## src/rtl/pss_defs.svh

```systemverilog
// Constants for the PMIC state and sequencing block
`ifndef PSS_DEFS_SVH
`define PSS_DEFS_SVH
`define PSS_CLK_KHZ      40000
`define PSS_RETRY_MS     100
`define PSS_RETRY_CYC    (`PSS_RETRY_MS * `PSS_CLK_KHZ)
`define PSS_RETRY_W      23
`define PSS_DLY_UNIT_US  250
`define PSS_DLY_UNIT_CYC (`PSS_DLY_UNIT_US * `PSS_CLK_KHZ / 1000)
`define PSS_SS_STEP_NS   1000
`define PSS_SS_STEP_CYC  (`PSS_SS_STEP_NS * `PSS_CLK_KHZ / 1000000)
`define PSS_AI_UVLO      0
`define PSS_AI_WIN       1
`define PSS_AI_THERM     2
`define PSS_AI_PEN       3
`define PSS_AI_EXT       4
`define PSS_AI_OV        5
`define PSS_AI_UV        12
`define PSS_TRIG_VIN     4'h7
`define PSS_TRIG_EXT     4'h8
`define PSS_SLP_PRI      2'h0
`define PSS_SLP_ALT      2'h1
`define PSS_LVL_FULL     8'hFF
`endif

```

## src/rtl/pss_pkg.sv

```systemverilog
// Types of the PMIC state and sequencing block
package pss_pkg;
    localparam int NOUT   = 7;
    localparam int NBUCK  = 4;
    localparam int NASYNC = 19;

    typedef enum logic [2:0] {ST_RESET, ST_ACTIVE, ST_SLEEP, ST_THERMAL, ST_FAULT} pss_state_t;
    typedef enum logic [2:0] {SQ_OFF, SQ_WAIT, SQ_DELAY, SQ_RAMP, SQ_ON} pss_seq_t;

    typedef struct packed {
        pss_seq_t    st;
        logic [2:0]  units;
        logic [23:0] cnt;
        logic [7:0]  level;
        logic        en;
        logic        good;
    } pss_seq_reg_t;

    typedef struct packed {
        pss_state_t        st;
        logic [NASYNC-1:0] s1;
        logic [NASYNC-1:0] s2;
        logic [NASYNC-1:0] s3;
        logic [NASYNC-1:0] clean;
        logic              pin_prev;
        logic [22:0]       retry_cnt;
        logic [NOUT-1:0]   go;
        logic [NBUCK-1:0]  alt;
        logic              seq;
        logic [2:0]        rstn;
        logic              regs_restore_n;
        logic              i2c_reset_n;
        logic              i2c_accept;
    } pss_main_reg_t;
endpackage

```

## src/rtl/pss_out_seq.sv

```systemverilog
// Per-output sequencer: trigger gate, turn-on delay, soft-start ramp
`timescale 1ns/1ps
`include "pss_defs.svh"
module pss_out_seq
    import pss_pkg::*;
#(
    parameter int DLY_UNIT_CYC = `PSS_DLY_UNIT_CYC,
    parameter int SS_STEP_CYC  = `PSS_SS_STEP_CYC
) (
    input  wire logic       clk,
    input  wire logic       rst_b,
    input  wire logic       go,
    input  wire logic       seq,
    input  wire logic       trig,
    input  wire logic [2:0] delay_sel,
    input  wire logic [1:0] ss_sel,
    output logic            en,
    output logic [7:0]      level,
    output logic            good
);
    pss_seq_reg_t q;
    pss_seq_reg_t d;
    logic [23:0]  step_lim;

    // Ramp step length scales with the soft-start selection
    assign step_lim = 24'(SS_STEP_CYC) * {22'h0, ss_sel} + 24'(SS_STEP_CYC);

    // Dropping go turns the output off at once, whatever the phase
    always_comb begin
        d = q;
        if (!go) begin
            d.st    = SQ_OFF;
            d.en    = 1'b0;
            d.level = 8'h00;
            d.good  = 1'b0;
            d.cnt   = 24'h0;
        end else begin
            case (q.st)
                SQ_OFF: begin
                    if (seq) begin
                        d.st = SQ_WAIT;
                    end else begin
                        d.st = SQ_RAMP;
                        d.en = 1'b1;
                    end
                end
                SQ_WAIT: begin
                    if (trig) begin
                        d.st    = SQ_DELAY;
                        d.units = delay_sel;
                        d.cnt   = 24'h0;
                    end
                end
                SQ_DELAY: begin
                    if (q.units == 3'h0) begin
                        d.st  = SQ_RAMP;
                        d.en  = 1'b1;
                        d.cnt = 24'h0;
                    end else if (q.cnt == 24'(DLY_UNIT_CYC - 1)) begin
                        d.cnt   = 24'h0;
                        d.units = q.units - 3'h1;
                    end else begin
                        d.cnt = q.cnt + 24'h1;
                    end
                end
                SQ_RAMP: begin
                    // Compare with >= so a mid-ramp setting change cannot overshoot
                    if (q.cnt + 24'h1 >= step_lim) begin
                        d.cnt = 24'h0;
                        if (q.level == `PSS_LVL_FULL) begin
                            d.st   = SQ_ON;
                            d.good = 1'b1;
                        end else begin
                            d.level = q.level + 8'h01;
                        end
                    end else begin
                        d.cnt = q.cnt + 24'h1;
                    end
                end
                SQ_ON: d.st = SQ_ON;
                default: d.st = SQ_OFF;
            endcase
        end
    end

    always_ff @(posedge clk or negedge rst_b) begin
        if (!rst_b) begin
            q <= '0;
        end else begin
            q <= d;
        end
    end

    assign en    = q.en;
    assign level = q.level;
    assign good  = q.good;
endmodule // pss_out_seq

```

## src/rtl/pss_ctrl.sv

```systemverilog
// PMIC master state machine with per-output power sequencing
//
// Behaviour
// - Cold reset: regulators off, resets low
// - Cold reset restores all register defaults
// - Cold reset to active on valid input
// - Input lockout returns any state to reset
// - Active from reset uses power-up sequence
// - Sleep transitions unsequenced, soft-start kept
// - Sleep per-output: primary or off; bucks also alternate
// - Sleep entered by configurable hardware pin
// - Bus ignored in sleep; pin exits
// - Overtemperature: thermal state, all off, resets
// - Thermal allow bit blocks thermal entry
// - Output OV or post-ramp UV faults
// - Fault retries to active after 100ms
// - Fault allow bits block fault entry
// - Overcurrent alone never causes fault
// - Output waits for its fixed trigger
// - Output waits its programmable turn-on delay
// - Output ramps over its soft-start time
// - Bucks primary in active, alternate in sleep if programmed
// - Bus receiver held in reset, thermal, fault
// - Pin level toggles sleep when mode zero
`timescale 1ns/1ps
`include "pss_defs.svh"
module pss_ctrl
    import pss_pkg::*;
#(
    parameter int RETRY_CYC    = `PSS_RETRY_CYC,
    parameter int DLY_UNIT_CYC = `PSS_DLY_UNIT_CYC
) (
    input  wire logic              clk,
    input  wire logic              rst_b,
    input  wire logic              vin_uvlo_in,
    input  wire logic              vin_window_in,
    input  wire logic              thermal_over_in,
    input  wire logic              power_enable_pin,
    input  wire logic              external_good_in,
    input  wire logic [NOUT-1:0]   out_ov_in,
    input  wire logic [NOUT-1:0]   out_uv_in,
    input  wire logic              sleep_pin_sel,
    input  wire logic              power_enable_pin_mode,
    input  wire logic              powerdown_via_bus_select,
    input  wire logic              powerdown_allow,
    input  wire logic              sleep_request,
    input  wire logic              thermal_trip_allow,
    input  wire logic              overvolt_fault_allow,
    input  wire logic              undervolt_fault_allow,
    input  wire logic [4*NOUT-1:0] trigger_sel,
    input  wire logic [3*NOUT-1:0] turn_on_delay_sel,
    input  wire logic [2*NOUT-1:0] soft_start_sel,
    input  wire logic [2*NOUT-1:0] sleep_mode_sel,
    output logic [NOUT-1:0]        reg_en,
    output logic [8*NOUT-1:0]      ramp_level,
    output logic [NOUT-1:0]        power_good_signal,
    output logic [NBUCK-1:0]       buck_use_alternate,
    output logic                   main_reset_out_n,
    output logic                   aux_reset_one_out_n,
    output logic                   aux_reset_two_out_n,
    output logic                   regs_restore_n_out,
    output logic                   i2c_reset_n_out,
    output logic                   i2c_accept_out,
    output logic                   thermal_trip_flag,
    output pss_state_t             state_out
);
    pss_main_reg_t    q;
    pss_main_reg_t    d;
    logic [NASYNC-1:0] async_in;
    logic [NOUT-1:0]  trig_w;
    logic [NOUT-1:0]  go_w;
    logic [NBUCK-1:0] alt_w;
    logic             uvlo;
    logic             vin_ok;
    logic             therm_hit;
    logic             fault_hit;
    logic             slp_pin;
    logic             pin_sleep_req;
    logic             bus_sleep_req;
    logic             wake_req;
    logic [22:0]      retry_last;

    assign async_in = {out_uv_in, out_ov_in, external_good_in, power_enable_pin,
                       thermal_over_in, vin_window_in, vin_uvlo_in};
    assign uvlo     = q.clean[`PSS_AI_UVLO];
    assign vin_ok   = q.clean[`PSS_AI_WIN] & ~uvlo;
    assign retry_last = 23'(RETRY_CYC - 1);

    // Masked thermal still reports through the real-time flag
    assign therm_hit = q.clean[`PSS_AI_THERM] & thermal_trip_allow;
    // Only OV and post-ramp UV count; no overcurrent term here
    assign fault_hit =
        (|(q.clean[`PSS_AI_OV +: NOUT] & {NOUT{overvolt_fault_allow}})) |
        (|(q.clean[`PSS_AI_UV +: NOUT] & power_good_signal
           & {NOUT{undervolt_fault_allow}}));

    // Sleep pin is selectable between the enable pin and the external input
    assign slp_pin       = sleep_pin_sel ? q.clean[`PSS_AI_EXT] : q.clean[`PSS_AI_PEN];
    assign pin_sleep_req = !power_enable_pin_mode && !slp_pin;
    assign bus_sleep_req = power_enable_pin_mode && powerdown_via_bus_select
                           && powerdown_allow && sleep_request;
    // Level mode wakes on a high pin, bus mode on any pin edge
    assign wake_req = power_enable_pin_mode ? (slp_pin ^ q.pin_prev) : slp_pin;

    // One sequencer per output; trigger routing is factory fixed
    for (genvar i = 0; i < NOUT; i++) begin : g_out
        logic [3:0] tsel;
        logic [1:0] smode;
        assign tsel  = trigger_sel[4*i +: 4];
        assign smode = sleep_mode_sel[2*i +: 2];
        assign trig_w[i] = (tsel < `PSS_TRIG_VIN) ? power_good_signal[tsel[2:0]] :
                           (tsel == `PSS_TRIG_VIN) ? vin_ok :
                           (tsel == `PSS_TRIG_EXT) ? q.clean[`PSS_AI_EXT] : 1'b1;
        if (i < NBUCK) begin : g_buck
            assign go_w[i]  = (q.st == ST_ACTIVE) ||
                              (q.st == ST_SLEEP && !smode[1]);
            assign alt_w[i] = (q.st == ST_SLEEP) && (smode == `PSS_SLP_ALT);
        end else begin : g_ldo
            assign go_w[i] = (q.st == ST_ACTIVE) ||
                             (q.st == ST_SLEEP && smode == `PSS_SLP_PRI);
        end
        pss_out_seq #(
            .DLY_UNIT_CYC (DLY_UNIT_CYC),
            .SS_STEP_CYC  (`PSS_SS_STEP_CYC)
        ) u_seq (
            .clk       (clk),
            .rst_b     (rst_b),
            .go        (q.go[i]),
            .seq       (q.seq),
            .trig      (trig_w[i]),
            .delay_sel (turn_on_delay_sel[3*i +: 3]),
            .ss_sel    (soft_start_sel[2*i +: 2]),
            .en        (reg_en[i]),
            .level     (ramp_level[8*i +: 8]),
            .good      (power_good_signal[i])
        );
    end

    // Next state; branch order sets the transition priority
    always_comb begin
        d       = q;
        d.s1    = async_in;
        d.s2    = q.s1;
        d.s3    = q.s2;
        // A change is taken only once the last two stages agree
        d.clean = (~(q.s2 ^ q.s3) & q.s3) | ((q.s2 ^ q.s3) & q.clean);
        d.pin_prev = slp_pin;
        d.go    = go_w;
        d.alt   = alt_w;
        case (q.st)
            ST_RESET: begin
                if (vin_ok) begin
                    d.st  = ST_ACTIVE;
                    d.seq = 1'b1;
                end
            end
            ST_ACTIVE: begin
                if (uvlo) begin
                    d.st = ST_RESET;
                end else if (therm_hit) begin
                    d.st = ST_THERMAL;
                end else if (fault_hit) begin
                    d.st        = ST_FAULT;
                    d.retry_cnt = 23'h0;
                end else if (pin_sleep_req || bus_sleep_req) begin
                    d.st  = ST_SLEEP;
                    d.seq = 1'b0;
                end
            end
            ST_SLEEP: begin
                if (uvlo) begin
                    d.st = ST_RESET;
                end else if (therm_hit) begin
                    d.st = ST_THERMAL;
                end else if (fault_hit) begin
                    d.st        = ST_FAULT;
                    d.retry_cnt = 23'h0;
                end else if (wake_req) begin
                    d.st  = ST_ACTIVE;
                    d.seq = 1'b0;
                end
            end
            ST_THERMAL: begin
                if (uvlo) begin
                    d.st = ST_RESET;
                end else if (!therm_hit) begin
                    d.st  = ST_ACTIVE;
                    d.seq = 1'b1;
                end
            end
            ST_FAULT: begin
                if (uvlo) begin
                    d.st = ST_RESET;
                end else if (therm_hit) begin
                    d.st = ST_THERMAL;
                end else if (q.retry_cnt == retry_last) begin
                    d.st  = ST_ACTIVE;
                    d.seq = 1'b1;
                end else begin
                    d.retry_cnt = q.retry_cnt + 23'h1;
                end
            end
            default: d.st = ST_RESET;
        endcase

        // Resets drop in every off state and release once all rails are good
        case (d.st)
            ST_ACTIVE: d.rstn = q.rstn | {3{&power_good_signal}};
            ST_SLEEP:  d.rstn = q.rstn;
            default:   d.rstn = 3'h0;
        endcase
        d.regs_restore_n = (d.st != ST_RESET);
        // Receiver held off while rails may be out of spec
        d.i2c_reset_n = (d.st == ST_ACTIVE) || (d.st == ST_SLEEP);
        d.i2c_accept  = (d.st == ST_ACTIVE);
    end

    // All zero is the cold state: resets low, restore and bus hold asserted
    always_ff @(posedge clk or negedge rst_b) begin
        if (!rst_b) begin
            q <= '0;
        end else begin
            q <= d;
        end
    end

    assign buck_use_alternate  = q.alt;
    assign main_reset_out_n    = q.rstn[0];
    assign aux_reset_one_out_n = q.rstn[1];
    assign aux_reset_two_out_n = q.rstn[2];
    assign regs_restore_n_out  = q.regs_restore_n;
    assign i2c_reset_n_out     = q.i2c_reset_n;
    assign i2c_accept_out      = q.i2c_accept;
    assign thermal_trip_flag   = q.clean[`PSS_AI_THERM];
    assign state_out           = q.st;
endmodule // pss_ctrl

```

## config.mk

```make
export PLATFORM = sky130hd
export DESIGN_NAME = pss_ctrl
export DESIGN_NICKNAME = d
export VERILOG_FILES = /design/src/rtl/pss_pkg.sv /design/src/rtl/pss_out_seq.sv /design/src/rtl/pss_ctrl.sv
export VERILOG_INCLUDE_DIRS = /design/src /design/src/rtl
export SDC_FILE = /design/constraint.sdc
export NUM_CORES = 1
export LEC_CHECK = 0
export BUFFER_PORTS_ARGS = -buffer_cell sky130_fd_sc_hd__buf_2
export CAP_MARGIN = 10
export CORE_MARGIN = 1.5
export CORE_UTILIZATION = 35
export CTS_CLUSTER_SIZE = 10
export DETAILED_ROUTE_END_ITERATION = 8
export PLACE_DENSITY = 0.54
export REMOVE_ABC_BUFFERS = 1
export SLEW_MARGIN = 20
export SYNTH_ARGS = -nofsm -noshare
export SYNTH_HDL_FRONTEND = slang
export SYNTH_HIERARCHICAL = 1
export SYNTH_SLANG_ARGS = --single-unit
export TNS_END_PERCENT = 20
```

## constraint.sdc

```tcl
create_clock -name clk -period 6.4 [get_ports clk]
set_input_delay 0.64 -clock clk [delete_from_list [all_inputs] [get_ports clk]]
set_output_delay 0.64 -clock clk [all_outputs]
set_load 0.03 [all_outputs]
```

======== Word level (Yosys, flattened, before mapping) ========
Index checks and enable logic that the tools add are counted.
storage, ports and cells
  bits in registers ....................... 401
cells by class
  equal/unequal tests ..................... 183
  add/sub/neg operators ................... 29
  bitwise logic cells ..................... 14
  mux-type cells .......................... 231
  $mul .................................... 7
  order comparisons ....................... 21
  reduce and logical (&&, ||, !) cells .... 106
operator list
  operator               count
  $mux 24                21
  $pmux 24 s3            7
  $mux 34                7
  $mux 30                7
  $add 24x1->24 const B  7
  $eq 24x14->1 const B   7
  $ge 24x24->1           7
  $mux 3                 56
  $mux 8                 21
  $mux 23                6
  $pmux 3 s5             8
  $ne 3x2->1 const B     28
  $ne 2x1->1 const B     37
  $mux 1                 73
  $add 8x6->9 const B    7
  $reduce_and 3->1       21
  $ne 2x2->1 const B     30
  $add 8x1->8 const B    7
  $eq 8x8->1 const B     7
  $eq 3x2->1 const B     17
  $pmux 3 s2             8
  $pmux 23 s2            1
  $logic_not 3->1        15
  $and 19x19->19         2
  other kinds (41)       184

======== Longest topological paths before layout ========
  word-level depth ........................ 11
  depth in mapped cells ................... 13
  depth with buffers taken out ............ 12

======== By module ========
Netlist, hierarchy kept.
by module, submodules not included
  module                            cells each  times used  area an instance (µm²)  seq. area each (µm²)
  pss_out_seq (g_out[0].u_seq ...)  364         4           3,019.1                 1,001.0
  pss_out_seq (g_out[3].u_seq ...)  358         2           2,974.1                 1,001.0
  pss_ctrl                          441         1           5,158.7                 3,027.9
  pss_out_seq (g_out[6].u_seq)      332         1           2,824.0                 1,001.0

======== Least setup slack after synthesis ========
No wires, ideal clock.
  path kind ............................... register to register
  from .................................... register g_out[3].u_seq/q[12] in the netlist's numbering
  to ...................................... register g_out[3].u_seq/q[30] in the netlist's numbering
  path buffers ............................ 1
  library setup time ...................... 0.091 ns
  clock period less this slack ............ 3.252 ns
  data arrival time ....................... 3.162 ns
  slack ................................... 3.148 ns
  cell stages (with the launch flop) ...... 12
  cell sequence ........................... dfrtp_1 nand3_1 or3_1 and2_1 or2_2 ha_1 a2111oi_0 o211ai_1 nor4_4 o21ai_2 buf_6 o31ai_4
between the ends
  longest elaborated chain between the ends .. 5
  elaborated cells on any way between the ends .. 8
  classes of those cells .................. 1 x add/sub; 1 x order compare; 1 x eq/ne; 5 x mux
ends and longest elaborated chain
  what                                                  line                                  text
  start, declared                                       pss_out_seq.sv:21                     pss_seq_reg_t q;
  start signal, assigned                                pss_out_seq.sv:88                     q <= '0;
  start signal, assigned                                pss_out_seq.sv:90                     q <= d;
  $add 24x1->24 / $eq 24x14->1 (equally long branches)  --
  $ge 24x24->1 / $mux 24 (equally long branches)        pss_out_seq.sv:68, pss_out_seq.sv:59
  $mux 24, on equally long branches                     pss_out_seq.sv:68, pss_out_seq.sv:55
  $pmux 24 s3 (*)                                       pss_out_seq.sv:38                     case (q.st)
  $mux 34 (*)                                           pss_out_seq.sv:31                     if (!go) begin
Every way passes the cells marked *; elsewhere a longest branch is shown, timed or not.
A chain may end at the register's enable or synchronous reset.

======== Worst setup path after layout ========
  from .................................... register g_out[5].u_seq/q[10] in the netlist's numbering
  to ...................................... register g_out[5].u_seq/q[22] in the netlist's numbering
between the ends
  longest elaborated chain between the ends .. 5
  elaborated cells on any way between the ends .. 8
  classes of those cells .................. 1 x add/sub; 1 x order compare; 1 x eq/ne; 5 x mux
ends and longest elaborated chain
  what                                                  line
  start, declared                                       pss_out_seq.sv:21
  start signal, assigned                                pss_out_seq.sv:88
  start signal, assigned                                pss_out_seq.sv:90
  $add 24x1->24 / $eq 24x14->1 (equally long branches)  --
  $ge 24x24->1 / $mux 24 (equally long branches)        pss_out_seq.sv:68, pss_out_seq.sv:59
  $mux 24, on equally long branches                     pss_out_seq.sv:68, pss_out_seq.sv:55
  $pmux 24 s3 (*)                                       pss_out_seq.sv:38
  $mux 34 (*)                                           pss_out_seq.sv:31
Marks and branches as above.

==> flow_summary.toml <==
[clock_network]
h-tree-depth = 2
clk_pin_slew_ps = 60
root_buffer = "clkbuf_16"
cts_tree = "built"
clock_latency_ps = 630
cts_setup_buffers = 0
cts_buffers = 51
cts_buffer_depth = 3
clock-sinks = 401

[yosys]
yosysMostFrequentCell = "dfrtp_1"
synth_edf_count = 0
yosysTopAreaCell = "dfrtp_1"
avgSynthCellArea_sq_um = 8.83
yosysWarnings = 6
ys.flop_type = "dfrtp_1"
synth_top_area_frac = 0.386
ys_seq_area_frac = 0.386
ys_async_sr_fraction = 1.00
syn_area_sq_um = 26000
synth.area.top_cells = "dfrtp_1 (39%), nand2_1 (5.4%), ha_1 (3.8%)"
synthCells = 2945
synthDistinctLibCells = 93
yosys_register_bits = 401
netlist_top_cells_count = "dfrtp_1 (401), nand2_1 (374), nor2_1 (194), a21oi_1 (155), nand3_1 (146)"

[die]
core_sq_um = 73200
initial_core_util = 0.355
io_pins = 190
die_w_um = 276
chipHeight_um = 276
rows = 99
die_area_sq_um = 76000

[power_and_ir_drop]
combPwrFrac = 0.201
vdd_ir_drop_max_mv = 0.195
power_density_nw_per_um2 = 252
p_leak_nw = 12.5
pwr-share-clk = 0.387
internal-power_mw = 4.81
power.switching_mw = 2.46
power_frac_seq = 0.411
switching_share = 0.338

[routing]
ant_nets = 0
avgRoutedWirePerCell_um = 18.1
vias = 22800
drt-initial-drc-count = 1847
post-route-drc-count = 0
dr.pass1.iters = 5
routed_wl_um = 71900
via_per_inst = 5.74

[worst_setup_path]
timing.rr.end = "g_out[5].u_seq/q[22]$_DFFE_PN0P_"
crit_path_top_delay_cell = "nor4_4"
worst_setup_path_start_kind = "flip-flop"
cp_num_buf_inv = 0
worstSetupEndpointType = "flip-flop"
path_cells = "ha_1 > and2_1 > nand2_1 > xnor2_1 > ha_1 > a21oi_1 > o21ai_0 > a2111o_1 > nor4_4 > nor2_2 > o41ai_1"
cp.depth = 11
worstSetupPathType = "reg2reg"
path_delay_family = "simple AND/OR/NAND/NOR gates"
rr_startpoint = "g_out[5].u_seq/q[10]$_DFFE_PN0P_"
critPathRequiredTime_ps = 6860
slowest_delay_ps = 750
r2r.worst_path.cells = 11
arrival_ps = 4350
cpMostUsedCell = "ha_1"
worst-path-max-fanout = 13
reg2reg_slack_ps = 2510

[sta]
whs_ps = 118
rsz0062_at_grt = "no"
setup_viol = 0
relSlewSlack = 0.234
period_minus_slack_ps = 3890
slew_violations = 0
max_freq_mhz = 257
tightest_slew_ps = 1150
finalCritPeriodShare = 0.608
final.setup.worst_slack_ps = 2510
hold_violations = 0
setup_tns_ps = 0
clock_skew_ps = 53.8

[finish]
utilization = 0.394
drive_above_1_share = 0.143
antennaDiodeCount = 0
fin_nets = 3165
area_growth_pct = 10.9

[global_route]
antenna_found_initial = 3
overflow = 0
grt_max_degree = 192
grt_usage = 0.188
grt_pass1_vias = 21700
grt_pass1_wl_um = 117000

[placement]
dp_slack_ps = 2270
place_congestion = 0.876
portBuffers = 189
hpwl_um = 50100

[worst_hold_path]
worstHoldStart = "out_ov_in[3]"
holdCritPathClass = "in2reg"
hold_end = "d[88]$_DFF_PN0_"
min_path_cells = 1

[outcome]
status = "finished, final reports clean"

[run]
drv_cap = 0
## how the worst max path moves through the flow
| stage | slack (ps) | from | end |
|---|---|---|---|
| after floorplan | 2880 | g_out[3].u_seq/q[12]$_DFFE_PN0P_ | g_out[3].u_seq/good$_DFFE_PN0P_ |
| after global placement | 2390 | g_out[4].u_seq/q[12]$_DFFE_PN0P_ | g_out[4].u_seq/good$_DFFE_PN0P_ |
| after detailed placement | 2270 | g_out[4].u_seq/q[12]$_DFFE_PN0P_ | g_out[4].u_seq/good$_DFFE_PN0P_ |
| after CTS | 2250 | g_out[4].u_seq/q[12]$_DFFE_PN0P_ | g_out[4].u_seq/good$_DFFE_PN0P_ |
| after global routing | 2220 | g_out[5].u_seq/q[10]$_DFFE_PN0P_ | g_out[5].u_seq/q[22]$_DFFE_PN0P_ |
| final | 2510 | g_out[5].u_seq/q[10]$_DFFE_PN0P_ | g_out[5].u_seq/q[22]$_DFFE_PN0P_ |
## area by class of cell
class                           instances  area [sq um]
Fill cell                            7211         44400
Multi-Input combinational cell       2208         14400
Sequential cell                       401         10000
Clock buffer                           71          1450
Timing Repair Buffer                  216          1210
Tap cell                              959          1200
Inverter                              103           387
Clock inverter                         12           161
## kinds of logic after synthesis
family / Yosys count / synth area share
mux: 57 / 0.0255
buf+inv: 336 / 0.0628
fa+ha+maj: 97 / 0.0448
simple gates: 1321 / 0.276
compound gates: 666 / 0.182
flops: 401 / 0.386
xor+xnor: 67 / 0.0226
## routing by layer
layer  up-vias  GRT usage  part of all wire  wire [um]
li1      10900          -                 -          -
met1     11100      0.265              0.47      33700
met2       641      0.297              0.45      32400
met3       106     0.0290             0.058       4160
met4         4     0.0541             0.022       1620
met5         -          0           0.00040         29
## cells in the final DEF (no fill, tap or decap), types with 36 or more instances in the layout
master / count
dfrtp_1: 401
nand2_1: 374
buf_2: 188
nor2_1: 187
a21oi_1: 155
nand3_1: 146
o21ai_0: 116
nor3_1: 104
inv_1: 102
nand4_1: 91
ha_1: 78
and3_1: 62
nand2b_1: 55
clkbuf_16: 51
nor4_1: 50
o31ai_1: 49
mux2i_1: 45
xnor2_1: 44
a22oi_1: 42
o21ai_1: 36
## metrics by stage
stage	power [mW]	cells	cell area [sq um]
finish	7.27	3970	28800
global route	7.68	3970	28800
CTS	7.38	3969	28800
detailed placement	4.49	3885	27200
global placement	4.44	3885	27200
floorplan	3.86	2712	24800
## worst register-to-register path, delay by kind of cell, from the launching register on
family / cells / cell delay, ps
and+or+nand+nor: 4 / 1520
AOI/OAI and AO/OA: 4 / 1120
xor gates and xnor gates: 1 / 190
DFF: 1 / 410
adders and majority gates: 2 / 540
## state kept, by name, indices dropped and copies added (netlist names), named ones only
register and flops:
g_out.u_seq/q 210, g_out.u_seq/level 56, q 51, d 38, g_out.u_seq/en 7, g_out.u_seq/good 7, buck_use_alternate 4, state_out 3
aux_reset_one_out_n 1, aux_reset_two_out_n 1, i2c_accept_out 1, i2c_reset_n_out 1, main_reset_out_n 1, regs_restore_n_out 1
## power by group through the flow
stage / clock (mW) / combinational, mW / sequential (mW)
global placement: 0 / 1.42 / 3.02
CTS: 2.92 / 1.47 / 2.99
global route: 3.02 / 1.63 / 3.03
floorplan: 0 / 0.862 / 3.00
detailed placement: 0 / 1.46 / 3.03
finish: 2.82 / 1.46 / 2.99
## timing repair
action / in CTS / in global routing
endpoints found under the hold margin: 66 / 0
hold buffers: 1 / 0
resized for setup: 0 / 0
setup endpoints to repair: 0 / 0
No activity file was read; power rests on OpenSTA's default activity.
